<file path="src/rtl/fsp_pkg.sv">
// Shared constants for the framed serial port core.
package fsp_pkg;
    // Synchronised pin indices.
    localparam int PIN_RXC = 0;
    localparam int PIN_RXFS = 1;
    localparam int PIN_DIN = 2;
    localparam int PIN_TXC = 3;
    localparam int PIN_TXFS = 4;
    localparam int PIN_N = 5;
    // Field widths.
    localparam int DLY_W = 2;
    localparam int WLEN_W = 6;
    localparam int ECNT_W = 7;
    localparam int FBITS_W = 13;
    // Reset values of status flags.
    localparam logic RX_READY_RST = 1'b0;
    localparam logic TX_READY_RST = 1'b1;
    localparam logic ERR_RST = 1'b0;
    // Data delay codes for no delay and for one bit of delay.
    localparam logic [DLY_W-1:0] DLY_ZERO = 2'h0;
    localparam logic [DLY_W-1:0] DLY_ONE = 2'h1;
    // Bit clock period used by the bench, in nanoseconds.
    localparam int BIT_CLK_NS = 200;
endpackage

</file>
<file path="src/rtl/fsp_core.sv">
// Receive and transmit datapaths of a framed synchronous serial port.
`timescale 1ns/1ps
`default_nettype none
// Functional notes
// - Receive sync is detected on the first falling bit clock after going active.
// - Receive bits shift in after the programmed receive data delay.
// - Finished element moves to buffer on rising edge only if buffer empty.
// - Buffer to data register copy sets receive ready on next falling edge.
// - Reading the receive data register clears receive ready.
// - Transmit bits drive out after the programmed transmit data delay.
// - Data to shift register copy sets transmit ready on next falling edge.
// - Writing the transmit data register clears transmit ready.
// - Syncs one frame apart give back to back bits with no idle clocks.
// - With one bit delay, sync overlaps the last bit without disruption.
// - With zero transmit delay, the first bit leaves unaligned to the clock.
// - Per direction ignore control: 0 acts on all syncs, 1 skips unexpected.
// - A sync is unexpected when it comes a bit or more before the delay.
// - Receive unexpected sync not ignored drops element, flags error, restarts.
// - Receive unexpected sync ignored leaves current reception untouched.
// - Transmit unexpected sync not ignored aborts, flags error, resends element.
// - Transmit unexpected sync ignored lets the current element finish.
// - Ignoring syncs packs short max-rate frames into long elements.
// - Elements per phase span 1 to 128 from field values 0 to 7Fh.
// - Only the inactive to active sync transition counts.
// - Receive sync error stays until cleared; a software set also raises it.
module fsp_core #(
    parameter int DW = 32
) (
    // Clock, reset and freeze
    input wire logic core_clk,
    input wire logic reset,
    input wire logic clk_en,
    // Receive pins
    input wire logic rx_bit_clock,
    input wire logic rx_frame_sync,
    input wire logic serial_data_in,
    // Transmit pins
    input wire logic tx_bit_clock,
    input wire logic tx_frame_sync,
    output logic serial_data_out,
    output logic serial_data_out_en,
    // Receive configuration
    input wire logic [fsp_pkg::DLY_W-1:0] rx_data_delay,
    input wire logic rx_sync_ignore,
    input wire logic [fsp_pkg::WLEN_W-1:0] rx_word_len,
    input wire logic [fsp_pkg::ECNT_W-1:0] rx_phase1_element_count,
    // Transmit configuration
    input wire logic [fsp_pkg::DLY_W-1:0] tx_data_delay,
    input wire logic tx_sync_ignore,
    input wire logic [fsp_pkg::WLEN_W-1:0] tx_word_len,
    input wire logic [fsp_pkg::ECNT_W-1:0] tx_phase1_element_count,
    // Receive processor side
    input wire logic rx_read,
    output logic [DW-1:0] rx_data_reg,
    output logic rx_ready_flag,
    output logic rx_sync_error,
    input wire logic rx_error_set,
    input wire logic rx_error_clear,
    // Transmit processor side
    input wire logic tx_write,
    input wire logic [DW-1:0] tx_write_data,
    output logic tx_ready_flag,
    output logic tx_sync_error,
    input wire logic tx_error_set,
    input wire logic tx_error_clear
);
    localparam int FB = fsp_pkg::FBITS_W;
    localparam int WL = fsp_pkg::WLEN_W;
    localparam int IW = $clog2(DW);

    // Pin synchronisers; a level is accepted once stages two and three agree.
    logic [fsp_pkg::PIN_N-1:0] pin_raw;
    logic [fsp_pkg::PIN_N-1:0] s1_r;
    logic [fsp_pkg::PIN_N-1:0] s2_r;
    logic [fsp_pkg::PIN_N-1:0] s3_r;
    logic [fsp_pkg::PIN_N-1:0] flt_r;
    logic [fsp_pkg::PIN_N-1:0] lvl;

    assign pin_raw = {tx_frame_sync, tx_bit_clock, serial_data_in,
                      rx_frame_sync, rx_bit_clock};

    genvar g;
    generate
        for (g = 0; g < fsp_pkg::PIN_N; g++) begin : g_sync
            assign lvl[g] = (s2_r[g] == s3_r[g]) ? s3_r[g] : flt_r[g];
            always_ff @(posedge core_clk) begin
                if (reset) begin
                    s1_r[g] <= 1'b0;
                    s2_r[g] <= 1'b0;
                    s3_r[g] <= 1'b0;
                    flt_r[g] <= 1'b0;
                end else if (clk_en) begin
                    s1_r[g] <= pin_raw[g];
                    s2_r[g] <= s1_r[g];
                    s3_r[g] <= s2_r[g];
                    flt_r[g] <= lvl[g];
                end
            end
        end
    endgenerate

    // Receive state.
    logic rx_fs_prev_r;
    logic [FB-1:0] rx_left_r;
    logic [WL-1:0] rx_ebits_r;
    logic rx_pend_r;
    logic [fsp_pkg::DLY_W-1:0] rx_pend_cnt_r;
    logic [DW-1:0] rx_shift_reg_r;
    logic rx_done_r;
    logic [DW-1:0] rx_buffer_reg_r;
    logic rx_buf_full_r;
    logic [DW-1:0] rx_data_reg_r;
    logic rx_ready_r;
    logic rx_rdy_pend_r;
    logic rx_err_r;

    logic rx_fall, rx_rise, rx_fs, rx_din, rx_sync, rx_unexp, rx_take;
    logic rx_abort, rx_start, rx_run, rx_shift, rx_new_elem, rx_to_data;
    logic [FB-1:0] rx_fbits, rx_left_base;
    logic [WL-1:0] rx_eb_base;

    assign rx_fall = clk_en & flt_r[fsp_pkg::PIN_RXC] & ~lvl[fsp_pkg::PIN_RXC];
    assign rx_rise = clk_en & ~flt_r[fsp_pkg::PIN_RXC] & lvl[fsp_pkg::PIN_RXC];
    assign rx_fs = lvl[fsp_pkg::PIN_RXFS];
    assign rx_din = lvl[fsp_pkg::PIN_DIN];
    assign rx_sync = rx_fall & rx_fs & ~rx_fs_prev_r;
    assign rx_fbits = FB'(rx_word_len) *
                      (FB'(rx_phase1_element_count) + FB'(1));
    // Bits still to arrive, counting the one sampled now, exceed the delay.
    assign rx_unexp = rx_sync & (rx_left_r > FB'(rx_data_delay));
    assign rx_take = rx_sync & ~(rx_unexp & rx_sync_ignore);
    assign rx_abort = rx_take & rx_unexp;
    assign rx_start = rx_fall &
        ((rx_take & (rx_data_delay == fsp_pkg::DLY_ZERO)) |
         (~rx_take & rx_pend_r & (rx_pend_cnt_r == fsp_pkg::DLY_ZERO)));
    assign rx_run = rx_fall & ~rx_abort & (rx_left_r != '0);
    assign rx_shift = rx_start | rx_run;
    assign rx_new_elem = rx_start | (rx_ebits_r == '0);
    // Element length is independent of sync spacing, so ignored syncs pack.
    assign rx_eb_base = rx_new_elem ? rx_word_len : rx_ebits_r;
    assign rx_left_base = rx_start ? rx_fbits : rx_left_r;
    assign rx_to_data = rx_buf_full_r & ~rx_ready_r & ~rx_rdy_pend_r;

    always_ff @(posedge core_clk) begin
        if (reset) begin
            rx_fs_prev_r <= 1'b0;
        end else if (rx_fall) begin
            rx_fs_prev_r <= rx_fs;
        end
    end

    // Shifting; elements sit right justified with zeros above.
    always_ff @(posedge core_clk) begin
        if (reset) begin
            rx_shift_reg_r <= '0;
            rx_left_r <= '0;
            rx_ebits_r <= '0;
        end else if (rx_shift) begin
            if (rx_new_elem) begin
                rx_shift_reg_r <= {{(DW-1){1'b0}}, rx_din};
            end else begin
                rx_shift_reg_r <= {rx_shift_reg_r[DW-2:0], rx_din};
            end
            rx_left_r <= rx_left_base - FB'(1);
            rx_ebits_r <= rx_eb_base - WL'(1);
        end else if (rx_abort) begin
            rx_left_r <= '0;
            rx_ebits_r <= '0;
        end
    end

    always_ff @(posedge core_clk) begin
        if (reset) begin
            rx_pend_r <= 1'b0;
            rx_pend_cnt_r <= '0;
        end else if (rx_fall) begin
            if (rx_take && rx_data_delay != fsp_pkg::DLY_ZERO) begin
                rx_pend_r <= 1'b1;
                rx_pend_cnt_r <= rx_data_delay - fsp_pkg::DLY_ONE;
            end else if (rx_take || rx_pend_cnt_r == fsp_pkg::DLY_ZERO) begin
                rx_pend_r <= 1'b0;
            end else if (rx_pend_r) begin
                rx_pend_cnt_r <= rx_pend_cnt_r - fsp_pkg::DLY_ONE;
            end
        end
    end

    always_ff @(posedge core_clk) begin
        if (reset) begin
            rx_done_r <= 1'b0;
        end else if (rx_shift && rx_eb_base == WL'(1)) begin
            rx_done_r <= 1'b1;
        end else if (rx_rise) begin
            rx_done_r <= 1'b0;
        end
    end

    // A finished element meeting a full buffer is lost, as in an overrun.
    always_ff @(posedge core_clk) begin
        if (reset) begin
            rx_buffer_reg_r <= '0;
            rx_buf_full_r <= 1'b0;
            rx_data_reg_r <= '0;
        end else if (rx_rise && rx_done_r && !rx_buf_full_r) begin
            rx_buffer_reg_r <= rx_shift_reg_r;
            rx_buf_full_r <= 1'b1;
        end else if (clk_en && rx_to_data) begin
            rx_data_reg_r <= rx_buffer_reg_r;
            rx_buf_full_r <= 1'b0;
        end
    end

    always_ff @(posedge core_clk) begin
        if (reset) begin
            rx_ready_r <= fsp_pkg::RX_READY_RST;
            rx_rdy_pend_r <= 1'b0;
        end else begin
            if (rx_fall && rx_rdy_pend_r) begin
                rx_ready_r <= 1'b1;
            end else if (clk_en && rx_read) begin
                rx_ready_r <= 1'b0;
            end
            if (clk_en && rx_to_data) begin
                rx_rdy_pend_r <= 1'b1;
            end else if (rx_fall) begin
                rx_rdy_pend_r <= 1'b0;
            end
        end
    end

    always_ff @(posedge core_clk) begin
        if (reset) begin
            rx_err_r <= fsp_pkg::ERR_RST;
        end else if (clk_en) begin
            rx_err_r <= rx_abort | rx_error_set |
                        (rx_err_r & ~rx_error_clear);
        end
    end

    // Transmit state.
    logic tx_fs_prev_r;
    logic [FB-1:0] tx_left_r;
    logic [WL-1:0] tx_ebits_r;
    logic tx_pend_r;
    logic [fsp_pkg::DLY_W-1:0] tx_pend_cnt_r;
    logic [DW-1:0] tx_shift_reg_r;
    logic [DW-1:0] tx_data_reg_r;
    logic tx_ready_r;
    logic tx_rdy_pend_r;
    logic tx_err_r;
    logic tx_restart_r;
    logic dout_r;
    logic dout_en_r;

    logic tx_fall, tx_rise, tx_sync, tx_unexp, tx_take, tx_abort;
    logic tx_start, tx_run, tx_drive, tx_new_elem, tx_use_old, tx_copy, tx_bit;
    logic [fsp_pkg::DLY_W-1:0] tx_slack;
    logic [FB-1:0] tx_fbits, tx_left_base;
    logic [WL-1:0] tx_eb_base, tx_eb_m1;
    logic [DW-1:0] tx_word;

    assign tx_fall = clk_en & flt_r[fsp_pkg::PIN_TXC] & ~lvl[fsp_pkg::PIN_TXC];
    assign tx_rise = clk_en & ~flt_r[fsp_pkg::PIN_TXC] & lvl[fsp_pkg::PIN_TXC];
    assign tx_sync = tx_fall & lvl[fsp_pkg::PIN_TXFS] & ~tx_fs_prev_r;
    assign tx_fbits = FB'(tx_word_len) *
                      (FB'(tx_phase1_element_count) + FB'(1));
    // The bit on the line is already counted off, hence one less of slack.
    assign tx_slack = (tx_data_delay == fsp_pkg::DLY_ZERO) ? fsp_pkg::DLY_ZERO :
                      tx_data_delay - fsp_pkg::DLY_ONE;
    assign tx_unexp = tx_sync & (tx_left_r > FB'(tx_slack));
    assign tx_take = tx_sync & ~(tx_unexp & tx_sync_ignore);
    assign tx_abort = tx_take & tx_unexp;
    // Zero delay launches on the sync's falling edge, not a rising one.
    assign tx_start =
        (tx_fall & tx_take & (tx_data_delay == fsp_pkg::DLY_ZERO)) |
        (tx_rise & tx_pend_r & (tx_pend_cnt_r == fsp_pkg::DLY_ZERO));
    assign tx_run = tx_rise & (tx_left_r != '0);
    assign tx_drive = tx_start | tx_run;
    assign tx_new_elem = tx_start | (tx_ebits_r == '0);
    assign tx_use_old = tx_start & (tx_restart_r | tx_abort);
    assign tx_copy = tx_drive & tx_new_elem & ~tx_use_old;
    assign tx_word = tx_copy ? tx_data_reg_r : tx_shift_reg_r;
    assign tx_eb_base = tx_new_elem ? tx_word_len : tx_ebits_r;
    assign tx_eb_m1 = tx_eb_base - WL'(1);
    assign tx_bit = tx_word[tx_eb_m1[IW-1:0]];
    assign tx_left_base = tx_start ? tx_fbits : tx_left_r;

    always_ff @(posedge core_clk) begin
        if (reset) begin
            tx_fs_prev_r <= 1'b0;
        end else if (tx_fall) begin
            tx_fs_prev_r <= lvl[fsp_pkg::PIN_TXFS];
        end
    end

    always_ff @(posedge core_clk) begin
        if (reset) begin
            tx_left_r <= '0;
            tx_ebits_r <= '0;
        end else if (tx_drive) begin
            tx_left_r <= tx_left_base - FB'(1);
            tx_ebits_r <= tx_eb_m1;
        end else if (tx_abort) begin
            tx_left_r <= '0;
            tx_ebits_r <= '0;
        end
    end

    always_ff @(posedge core_clk) begin
        if (reset) begin
            tx_pend_r <= 1'b0;
            tx_pend_cnt_r <= '0;
        end else if (tx_take) begin
            tx_pend_r <= (tx_data_delay != fsp_pkg::DLY_ZERO);
            tx_pend_cnt_r <= tx_slack;
        end else if (tx_rise && tx_pend_r) begin
            if (tx_pend_cnt_r == fsp_pkg::DLY_ZERO) begin
                tx_pend_r <= 1'b0;
            end else begin
                tx_pend_cnt_r <= tx_pend_cnt_r - fsp_pkg::DLY_ONE;
            end
        end
    end

    always_ff @(posedge core_clk) begin
        if (reset) begin
            tx_restart_r <= 1'b0;
        end else if (tx_start) begin
            tx_restart_r <= 1'b0;
        end else if (tx_abort) begin
            tx_restart_r <= 1'b1;
        end
    end

    // Without a fresh write the old word goes out again on the next frame.
    always_ff @(posedge core_clk) begin
        if (reset) begin
            tx_shift_reg_r <= '0;
        end else if (tx_copy) begin
            tx_shift_reg_r <= tx_data_reg_r;
        end
    end

    always_ff @(posedge core_clk) begin
        if (reset) begin
            tx_data_reg_r <= '0;
        end else if (clk_en && tx_write) begin
            tx_data_reg_r <= tx_write_data;
        end
    end

    always_ff @(posedge core_clk) begin
        if (reset) begin
            tx_ready_r <= fsp_pkg::TX_READY_RST;
            tx_rdy_pend_r <= 1'b0;
        end else begin
            if (tx_fall && tx_rdy_pend_r) begin
                tx_ready_r <= 1'b1;
            end else if (clk_en && tx_write) begin
                tx_ready_r <= 1'b0;
            end
            if (tx_copy) begin
                tx_rdy_pend_r <= 1'b1;
            end else if (tx_fall) begin
                tx_rdy_pend_r <= 1'b0;
            end
        end
    end

    always_ff @(posedge core_clk) begin
        if (reset) begin
            tx_err_r <= fsp_pkg::ERR_RST;
        end else if (clk_en) begin
            tx_err_r <= tx_abort | tx_error_set | (tx_err_r & ~tx_error_clear);
        end
    end

    always_ff @(posedge core_clk) begin
        if (reset) begin
            dout_r <= 1'b0;
            dout_en_r <= 1'b0;
        end else if (tx_drive) begin
            dout_r <= tx_bit;
            dout_en_r <= 1'b1;
        end else if (tx_rise && tx_left_r == '0) begin
            dout_en_r <= 1'b0;
        end
    end

    assign serial_data_out = dout_r;
    assign serial_data_out_en = dout_en_r;
    assign rx_data_reg = rx_data_reg_r;
    assign rx_ready_flag = rx_ready_r;
    assign rx_sync_error = rx_err_r;
    assign tx_ready_flag = tx_ready_r;
    assign tx_sync_error = tx_err_r;

    // Checks.
    a_rx_sync_once: assert property (
        @(posedge core_clk) disable iff (reset)
        rx_fall && rx_fs_prev_r |-> !rx_sync)
        else $error("held receive sync counted twice");
    a_rx_dly0_start: assert property (
        @(posedge core_clk) disable iff (reset)
        rx_take && rx_data_delay == 2'h0 |=> rx_left_r == $past(rx_fbits) - 13'h1)
        else $error("zero delay receive did not start at sync");
    a_rx_buf_copy: assert property (
        @(posedge core_clk) disable iff (reset)
        rx_rise && rx_done_r && !rx_buf_full_r |=>
        rx_buf_full_r && rx_buffer_reg_r == $past(rx_shift_reg_r))
        else $error("shift to buffer copy missing");
    a_rx_ready_fall: assert property (
        @(posedge core_clk) disable iff (reset)
        $rose(rx_ready_r) |-> $past(rx_fall) && $past(rx_rdy_pend_r))
        else $error("receive ready set off a falling edge");
    a_rx_read_clear: assert property (
        @(posedge core_clk) disable iff (reset)
        clk_en && rx_read && !(rx_fall && rx_rdy_pend_r) |=> !rx_ready_r)
        else $error("read did not clear receive ready");
    a_rx_sync_abort: assert property (
        @(posedge core_clk) disable iff (reset)
        rx_abort && rx_data_delay != 2'h0 |=> rx_err_r && rx_left_r == 13'h0)
        else $error("unexpected receive sync not handled");
    a_rx_ignore_keep: assert property (
        @(posedge core_clk) disable iff (reset)
        rx_unexp && rx_sync_ignore |=> rx_left_r == $past(rx_left_r) - 13'h1)
        else $error("ignored receive sync disturbed reception");
    a_tx_ready_fall: assert property (
        @(posedge core_clk) disable iff (reset)
        $rose(tx_ready_r) |-> $past(tx_fall) && $past(tx_rdy_pend_r))
        else $error("transmit ready set off a falling edge");
    a_tx_write_clear: assert property (
        @(posedge core_clk) disable iff (reset)
        clk_en && tx_write && !(tx_fall && tx_rdy_pend_r) |=>
        !tx_ready_r && tx_data_reg_r == $past(tx_write_data))
        else $error("write did not clear transmit ready");
    a_tx_sync_abort: assert property (
        @(posedge core_clk) disable iff (reset)
        tx_abort && tx_data_delay != 2'h0 |=> tx_err_r && tx_restart_r)
        else $error("unexpected transmit sync not handled");
    a_tx_dly0_launch: assert property (
        @(posedge core_clk) disable iff (reset)
        tx_start && tx_fall |-> tx_data_delay == 2'h0 ##1 serial_data_out_en)
        else $error("zero delay launch wrong");
    a_tx_ignore_keep: assert property (
        @(posedge core_clk) disable iff (reset)
        tx_unexp && tx_sync_ignore |=> tx_left_r == $past(tx_left_r))
        else $error("ignored transmit sync disturbed element");
endmodule
`default_nettype wire

</file>
<file path="config.mk">
export PLATFORM = sky130hd
export DESIGN_NAME = fsp_core
export DESIGN_NICKNAME = d
export VERILOG_FILES = /design/src/rtl/fsp_pkg.sv /design/src/rtl/fsp_core.sv
export SDC_FILE = /design/constraint.sdc
export NUM_CORES = 1
export LEC_CHECK = 0
export BUFFER_PORTS_ARGS = -buffer_cell sky130_fd_sc_hd__buf_2
export CORE_MARGIN = 3
export CORE_UTILIZATION = 60
export CTS_CLUSTER_DIAMETER = 60
export DETAILED_ROUTE_END_ITERATION = 7
export PLACE_DENSITY = 0.86
export SYNTH_ARGS = -nofsm -noshare
export SYNTH_HDL_FRONTEND = slang
export SYNTH_SLANG_ARGS = --single-unit
</file>
<file path="constraint.sdc">
create_clock -name core_clk -period 7.5 [get_ports core_clk]
set_clock_uncertainty 0.15 [all_clocks]
set_input_delay 0.75 -clock core_clk [delete_from_list [all_inputs] [get_ports core_clk]]
set_output_delay 0.75 -clock core_clk [all_outputs]
set_load 0.01 [all_outputs]
</file>
==> results of run 1 <==
## power by group through the flow
stage | Sequential (mW) | Combinational (mW) | Clock [mW]
floorplan | 1.30 | 0.483 | 0
global placement | 1.30 | 0.599 | 0
detailed placement | 1.31 | 0.627 | 0
CTS | 1.28 | 0.632 | 1.15
global route | 1.28 | 0.724 | 1.21
finish | 1.28 | 0.626 | 1.13
## worst max-delay path, cell delays in order
cell and delay (ns):
buf_2 0.16, ha_1 0.24, nand3_1 0.12, xor2_1 0.40, nor2b_1 0.13, fa_1 0.52, inv_1 0.05, fa_1 0.46
fa_1 0.54, inv_1 0.04, ha_1 0.32, nor2b_1 0.14, o21ai_0 0.19, a21boi_0 0.15, o21a_1 0.21, or3_1 0.33
a311oi_1 0.31, nand2_1 0.14, nor3_1 0.35, xnor2_1 0.14, a22oi_1 0.20, a21oi_1 0.08
## layout make-up
class,instances,area [sq um]
clock buffers,36,674
clock inverters,5,70.1
multi-input cells,1195,7860
diodes,2,5.00
flip-flops and latches,237,4740
well taps,275,344
repair buffers,127,672
fillers,1707,6630
inverters,76,285
## worst max path at each step
stage,startpoint,endpoint,slack [ns],cells after the start
2_1_floorplan,tx_phase1_element_count[0],tx_left_r[12],1.91,21
3_3_place_gp,tx_phase1_element_count[0],tx_left_r[12],1.37,22
3_5_place_dp,tx_phase1_element_count[0],tx_left_r[12],1.27,22
4_1_cts,tx_phase1_element_count[0],tx_left_r[12],1.77,22
5_1_grt,tx_phase1_element_count[0],tx_left_r[12],1.35,22
6_report,tx_phase1_element_count[0],tx_left_r[12],1.72,22
## cells in the mapped netlist (8+ instances only)
| cell | number |
|---|---|
| xnor2_1 | 31 |
| nor3_1 | 18 |
| o21ai_0 | 26 |
| xor2_1 | 30 |
| inv_1 | 76 |
| and2_1 | 35 |
| ha_1 | 54 |
| nand3_1 | 27 |
| mux2i_1 | 67 |
| nor2_1 | 166 |
| clkbuf_1 | 74 |
| nand2_1 | 285 |
| or3_1 | 9 |
| a31oi_1 | 15 |
| a21o_1 | 9 |
| fa_1 | 48 |
| nand2b_1 | 8 |
| a22oi_1 | 36 |
| o211ai_1 | 9 |
| nor2b_1 | 64 |
| a21oi_1 | 149 |
| dfxtp_1 | 237 |
| and3_1 | 10 |
## per-stage QoR
stage               instances  worst slack (ns)  hold slack (ns)
finish                   1953              1.72            0.299
global route             1953              1.35            0.314
floorplan                1591              1.91            0.281
detailed placement       1910              1.27            0.293
CTS                      1951              1.77            0.301
global placement         1910              1.37            0.289
## cell families after synthesis
kind of cell	synth area share
adders and majority gates	0.126
AOI/OAI and AO/OA	0.137
buffers and inverters	0.0469
xor gates and xnor gates	0.0405
DFF	0.360
and+or+nand+nor	0.226
muxes	0.0645
## layer usage
metal	up-vias	track usage	share of wire	wire length, microns
met4	0	0.0652	0.021	604
met1	5305	0.316	0.44	12700
met5	-	0	0	0
met3	46	0.0369	0.056	1630
met2	312	0.417	0.49	14200
li1	5487	-	-	-
==> results by group, run 1 <==
Outcome
  – Status: finished clean

Min path
  – Hold path cells: 2
  – HP Start: tx_fs_prev_r
  – Hold endpoint: tx_fs_prev_r
  – Hold Path Class: reg -> reg

Worst setup path
  – CP required: 7.69 ns
  – Critical path class: in -> reg
  – Critical path endpoint category: flop
  – Maximum fanout along the worst path: 9
  – Worst r2r src: tx_left_r[0]
  – RR Endpoint: serial_data_out
  – Worst r2r path cells: 14
  – R2R setup slack: approximately 2.8 ns
  – Critical Path Start Type: input port
  – Arrival @ worst endpoint: ~6.0 ns

Clock network
  – CTS clk-pin slew, worst paths: ~0.06 ns
  – Clock Tree Root: clkbuf_16
  – Cts repair resizes: 0
  – CTS tree: yes
  – TritonCTS buffer count: 23
  – Max H-tree Level: 1
  – CTS Buffer Depth: 3
  – Clk_lat worst skew: between 0.5 and 0.6 ns
  – Hold Buf Count CTS: 0
  – Clock sinks: between 200 and 250
  – Setup bufs post-CTS: 0

Routing
  – Starting DRT DRC Count: 808
  – WL final: slightly below 30000 microns
  – Via count: around 11k
  – # DRC: 0
  – Drt pass-1 iters: 5
  – DR vias/cell: around 5.7
  – Antenna-violating nets left: 0
  – Drt wl/cell: between 10 and 15 microns

Floorplanning
  – Die W: around 150 microns
  – DIE HEIGHT: 154 microns
  – CORE AREA: around 0.021 sq mm
  – Boundary Pins: roughly 120
  – Initial cell density of the core: 0.620
  – Row count: 53
  – Die Footprint: between 0.02 and 0.025 sq mm

Cells and area
  – Share of cells above drive strength 1: 0.110
  – Design Area, Final: approximately 0.015 sq mm
  – Commonest non-fill, non-tap cell in the layout: nand2_1
  – Final Core Density: 0.688
  – Commonest non-fill, non-tap cells in the layout: nand2_1, dfxtp_1, nor2_1, a21oi_1, buf_2
  – Number of nets in the layout: roughly 1.8k
  – Area Overhead vs Synth: 11.1%

Logic synthesis
  – Yosys top cell area share: 0.360
  – Synth async-reset ratio: 0
  – Post-Synthesis Cells: 1591
  – Seq/Total Area, Yosys: 0.360
  – Synthesized Nets: between 1.5k and 2k
  – Ys Warns: 0
  – Post-synth EDFFs: 0
  – Syn_area_per_cell: between 8 and 9 sq um
  – Synth cell types: 67
  – Top cells by area, synth: dfxtp_1, nand2_1, fa_1
  – Synth Register Bits: roughly 240
  – Leading area contributor after synthesis: dfxtp_1
  – Synth Flop Type: dfxtp_1
  – Mapped cell area: roughly 0.013 sq mm

Pwr
  – Reg power frac: 0.421
  – Net switching power: 0.846 mW
  – Switch share: 0.278
  – VDD IR max: between 0.2 and 0.25 mV
  – Combinational power share: 0.206
  – Leak Pwr: approximately 5.9 nW
  – Tot Pwr: slightly above 3 mW
  – Clock group share of total power: 0.373
  – Pwr Density: ~210 mW/mm^2
  – Internal: 2.19 mW

STA
  – Slew Limit Headroom: 0.224
  – Fin crit share: 0.771
  – Final setup TNS: 0 ns
  – Hold Vio Cnt, Final: 0
  – RSZ-0062 raised after global routing: no
  – Max-slew violation count: 0
  – Final Critical Period: around 5.8 ns
  – Worst Tran Pin Value: around 1.2 ns
  – Setup violators final: 0
  – FMAX: about 170 MHz

Placed design
  – Detailed placement HPWL: 20300 microns
  – Buffers on Ports: about 120
  – Dpl cell area: about 0.014 sq mm
  – Gpl congestion: just under 0.9

Global routing
  – GRT Total Usage: 0.241
  – First-pass GRT wire length: just under 50000 microns
  – Pin count of the biggest net entering global routing: 146
  – Vias in the first global route: around 11k
  – Initial antenna violation count: 2
  – GR Overflow Total: 0

Job
  – Max-capacitance violation count: 0
Note: power is estimated with default switching activity, not from simulation.
==> run 2: changes to the inputs <==
--- a/config.mk
+++ b/config.mk
@@ -7,10 +7,10 @@
 export LEC_CHECK = 0
 export BUFFER_PORTS_ARGS = -buffer_cell sky130_fd_sc_hd__buf_2
 export CORE_MARGIN = 3
-export CORE_UTILIZATION = 60
+export CORE_UTILIZATION = 55
 export CTS_CLUSTER_DIAMETER = 60
 export DETAILED_ROUTE_END_ITERATION = 7
-export PLACE_DENSITY = 0.86
+export PLACE_DENSITY = 0.83
 export SYNTH_ARGS = -nofsm -noshare
 export SYNTH_HDL_FRONTEND = slang
 export SYNTH_SLANG_ARGS = --single-unit
==> constraint.sdc (replaced) <==
create_clock -name core_clk -period 5 [get_ports core_clk]
set_clock_uncertainty 0.15 [all_clocks]
set_input_delay 0.5 -clock core_clk [delete_from_list [all_inputs] [get_ports core_clk]]
set_output_delay 0.5 -clock core_clk [all_outputs]
set_load 0.01 [all_outputs]
==> run 2 against run 1 <==
Compared with the run above:
- first-iteration DRC count fell by 7.5%
- non-clock buffer count rose by 75
- register-to-register slack got worse by 1.8 ns
- critical path depth did not move
- cell area rose by 6.6%
- via count rose by 2.3%
- worst hold slack got worse by 0.25 ns
==> results by group, run 2 (same netlist as run 1, synthesis figures left out) <==
Outcome
  – Status: finished clean

Min path
  – HP Start: tx_write_data[12]
  – Hold Path Class: in -> reg

Worst setup path
  – Worst r2r src: s2_r[3]
  – Arrival @ worst endpoint: just over 5 ns
  – Critical path class: in -> reg
  – Crit path from: tx_phase1_element_count[0]
  – CP required: 5.23 ns
  – Critical path endpoint category: flop
  – Critical Path Start Type: input port
  – Maximum fanout along the worst path: 4

Routing
  – # DRC: 0
  – Drt wl/cell: about 15 microns
  – Drt pass-1 iters: 5
  – Antenna-violating nets left: 0
  – DR vias/cell: 5.49
  – Via count: about 11k
  – WL final: between 30000 and 40000 microns
  – Starting DRT DRC Count: about 750

Job
  – Max-capacitance violation count: 0

Cells and area
  – Share of cells above drive strength 1: 0.170
  – Area Overhead vs Synth: 18.4%
  – Design Area, Final: approximately 0.016 sq mm
  – Final Core Density: 0.663
  – Commonest non-fill, non-tap cell in the layout: nand2_1
  – Number of nets in the layout: approximately 1.9k
  – Fillcell total: 1903
  – Antenna Cells: 0
  – Commonest non-fill, non-tap cells in the layout: nand2_1, dfxtp_1, nor2_1, a21oi_1, buf_2

Floorplanning
  – Row count: 56
  – DIE HEIGHT: between 150 and 200 microns
  – Die W: between 150 and 200 microns
  – Die Footprint: 0.0259 sq mm
  – CORE AREA: around 0.024 sq mm
  – Boundary Pins: between 100 and 150
  – Initial cell density of the core: 0.560

STA
  – Setup violators final: 0
  – Slew Limit Headroom: 0.203
  – Final WS setup: 0.182 ns
  – Final Critical Period: between 4 and 5 ns
  – Worst Tran Pin Value: between 1 and 1.5 ns
  – Fin crit share: 0.964
  – Hold Vio Cnt, Final: 0
  – Max-slew violation count: 0
  – Final setup TNS: 0 ns
  – FMAX: approximately 210 MHz
  – RSZ-0062 raised after global routing: yes

Pwr
  – Tot Pwr: 5.14 mW
  – Leak Pwr: 6.38 nW
  – Pwr Density: 329 mW/mm^2
  – VDD IR max: ~0.32 mV

Placed design
  – Detailed placement HPWL: between 20000 and 25000 microns
  – Buffers on Ports: 115
  – Gpl congestion: 0.850
  – Dpl cell area: between 0.01 and 0.015 sq mm
  – Pre-CTS setup slack: -0.491 ns

Clock network
  – Max H-tree Level: 1
  – CTS tree: yes
  – CTS clk-pin slew, worst paths: roughly 0.060 ns
  – TritonCTS buffer count: 25
  – Clock Tree Root: clkbuf_16
  – Clock sinks: about 240
  – Clk_lat worst skew: between 0.5 and 0.6 ns
  – CTS Buffer Depth: 3

Global routing
  – GRT Total Usage: 0.236
  – Pin count of the biggest net entering global routing: ~100
  – GR Overflow Total: 0
  – Vias in the first global route: around 11k
  – Initial antenna violation count: 0
  – First-pass GRT wire length: 52200 microns
==> run 2: worst paths after layout <==
path	to	slack (ns)	cells past startpoint
max	tx_left_r[12]	0.18	22
min	tx_data_reg_r[12]	0.05	3
max reg2reg	serial_data_out	0.96	11
min reg2reg	rx_data_reg[11]	0.30	2
==> run 2: worst max-delay path, cell delays in order <==
cell and delay, ns:
buf_2 0.13, and3_1 0.18, nand3_2 0.11, xor2_2 0.28
nor2b_2 0.09, fa_1 0.47, fa_1 0.49, inv_1 0.06
fa_1 0.56, inv_1 0.05, ha_1 0.34, o21ai_1 0.12
a21boi_1 0.11, o21a_1 0.22, buf_4 0.15, o41ai_4 0.21
xnor2_1 0.09, mux2_2 0.31, nor3_4 0.24, xnor2_1 0.09
a22oi_1 0.17, a21oi_1 0.09
==> run 2: layout make-up <==
cell class | count | area, sq um | area share
clock buffer | 28 | 667 | 0.0427
timing repair buffer | 202 | 1230 | 0.0791
sequential | 237 | 4740 | 0.304
tap | 319 | 399 | 0.0256
clock inverter | 18 | 233 | 0.0149
multi-input combinational | 1195 | 8060 | 0.516
inverter | 76 | 285 | 0.0183
==> run 2: power breakdown <==
group | switching, mW | internal [mW] | total [mW] | leakage (nW)
Clock | 0.797 | 1.19 | 1.98 | 0.443
Combinational | 0.632 | 0.607 | 1.24 | 4.02
Sequential | 0.0108 | 1.91 | 1.92 | 1.91
Total | 1.44 | 3.70 | 5.14 | 6.38
==> run 2: repair_timing <==
item / in CTS / in global routing
hold buffers: 0 / 0
resized for setup: 0 / 22
setup endpoints to repair: 0 / 6
hold endpoints to repair: 0 / 0
setup buffers: 0 / 4
==> run 2: layer usage <==
metal  track usage  vias to the layer above  routed length, microns  share of wire
li1              -                     5625                       -              -
met1         0.314                     5429                   13700           0.44
met2         0.409                      299                   15100           0.49
met3        0.0261                       49                    1380          0.045
met4        0.0673                        0                     709          0.023
met5             0                        -                       0              0
==> run 2: per-stage QoR <==
step,cells,hold WS (ns)
floorplan,1591,0.281
global placement,2025,0.288
detailed placement,2025,0.294
CTS,2071,0.0422
global route,2075,0.0555
finish,2075,0.0515
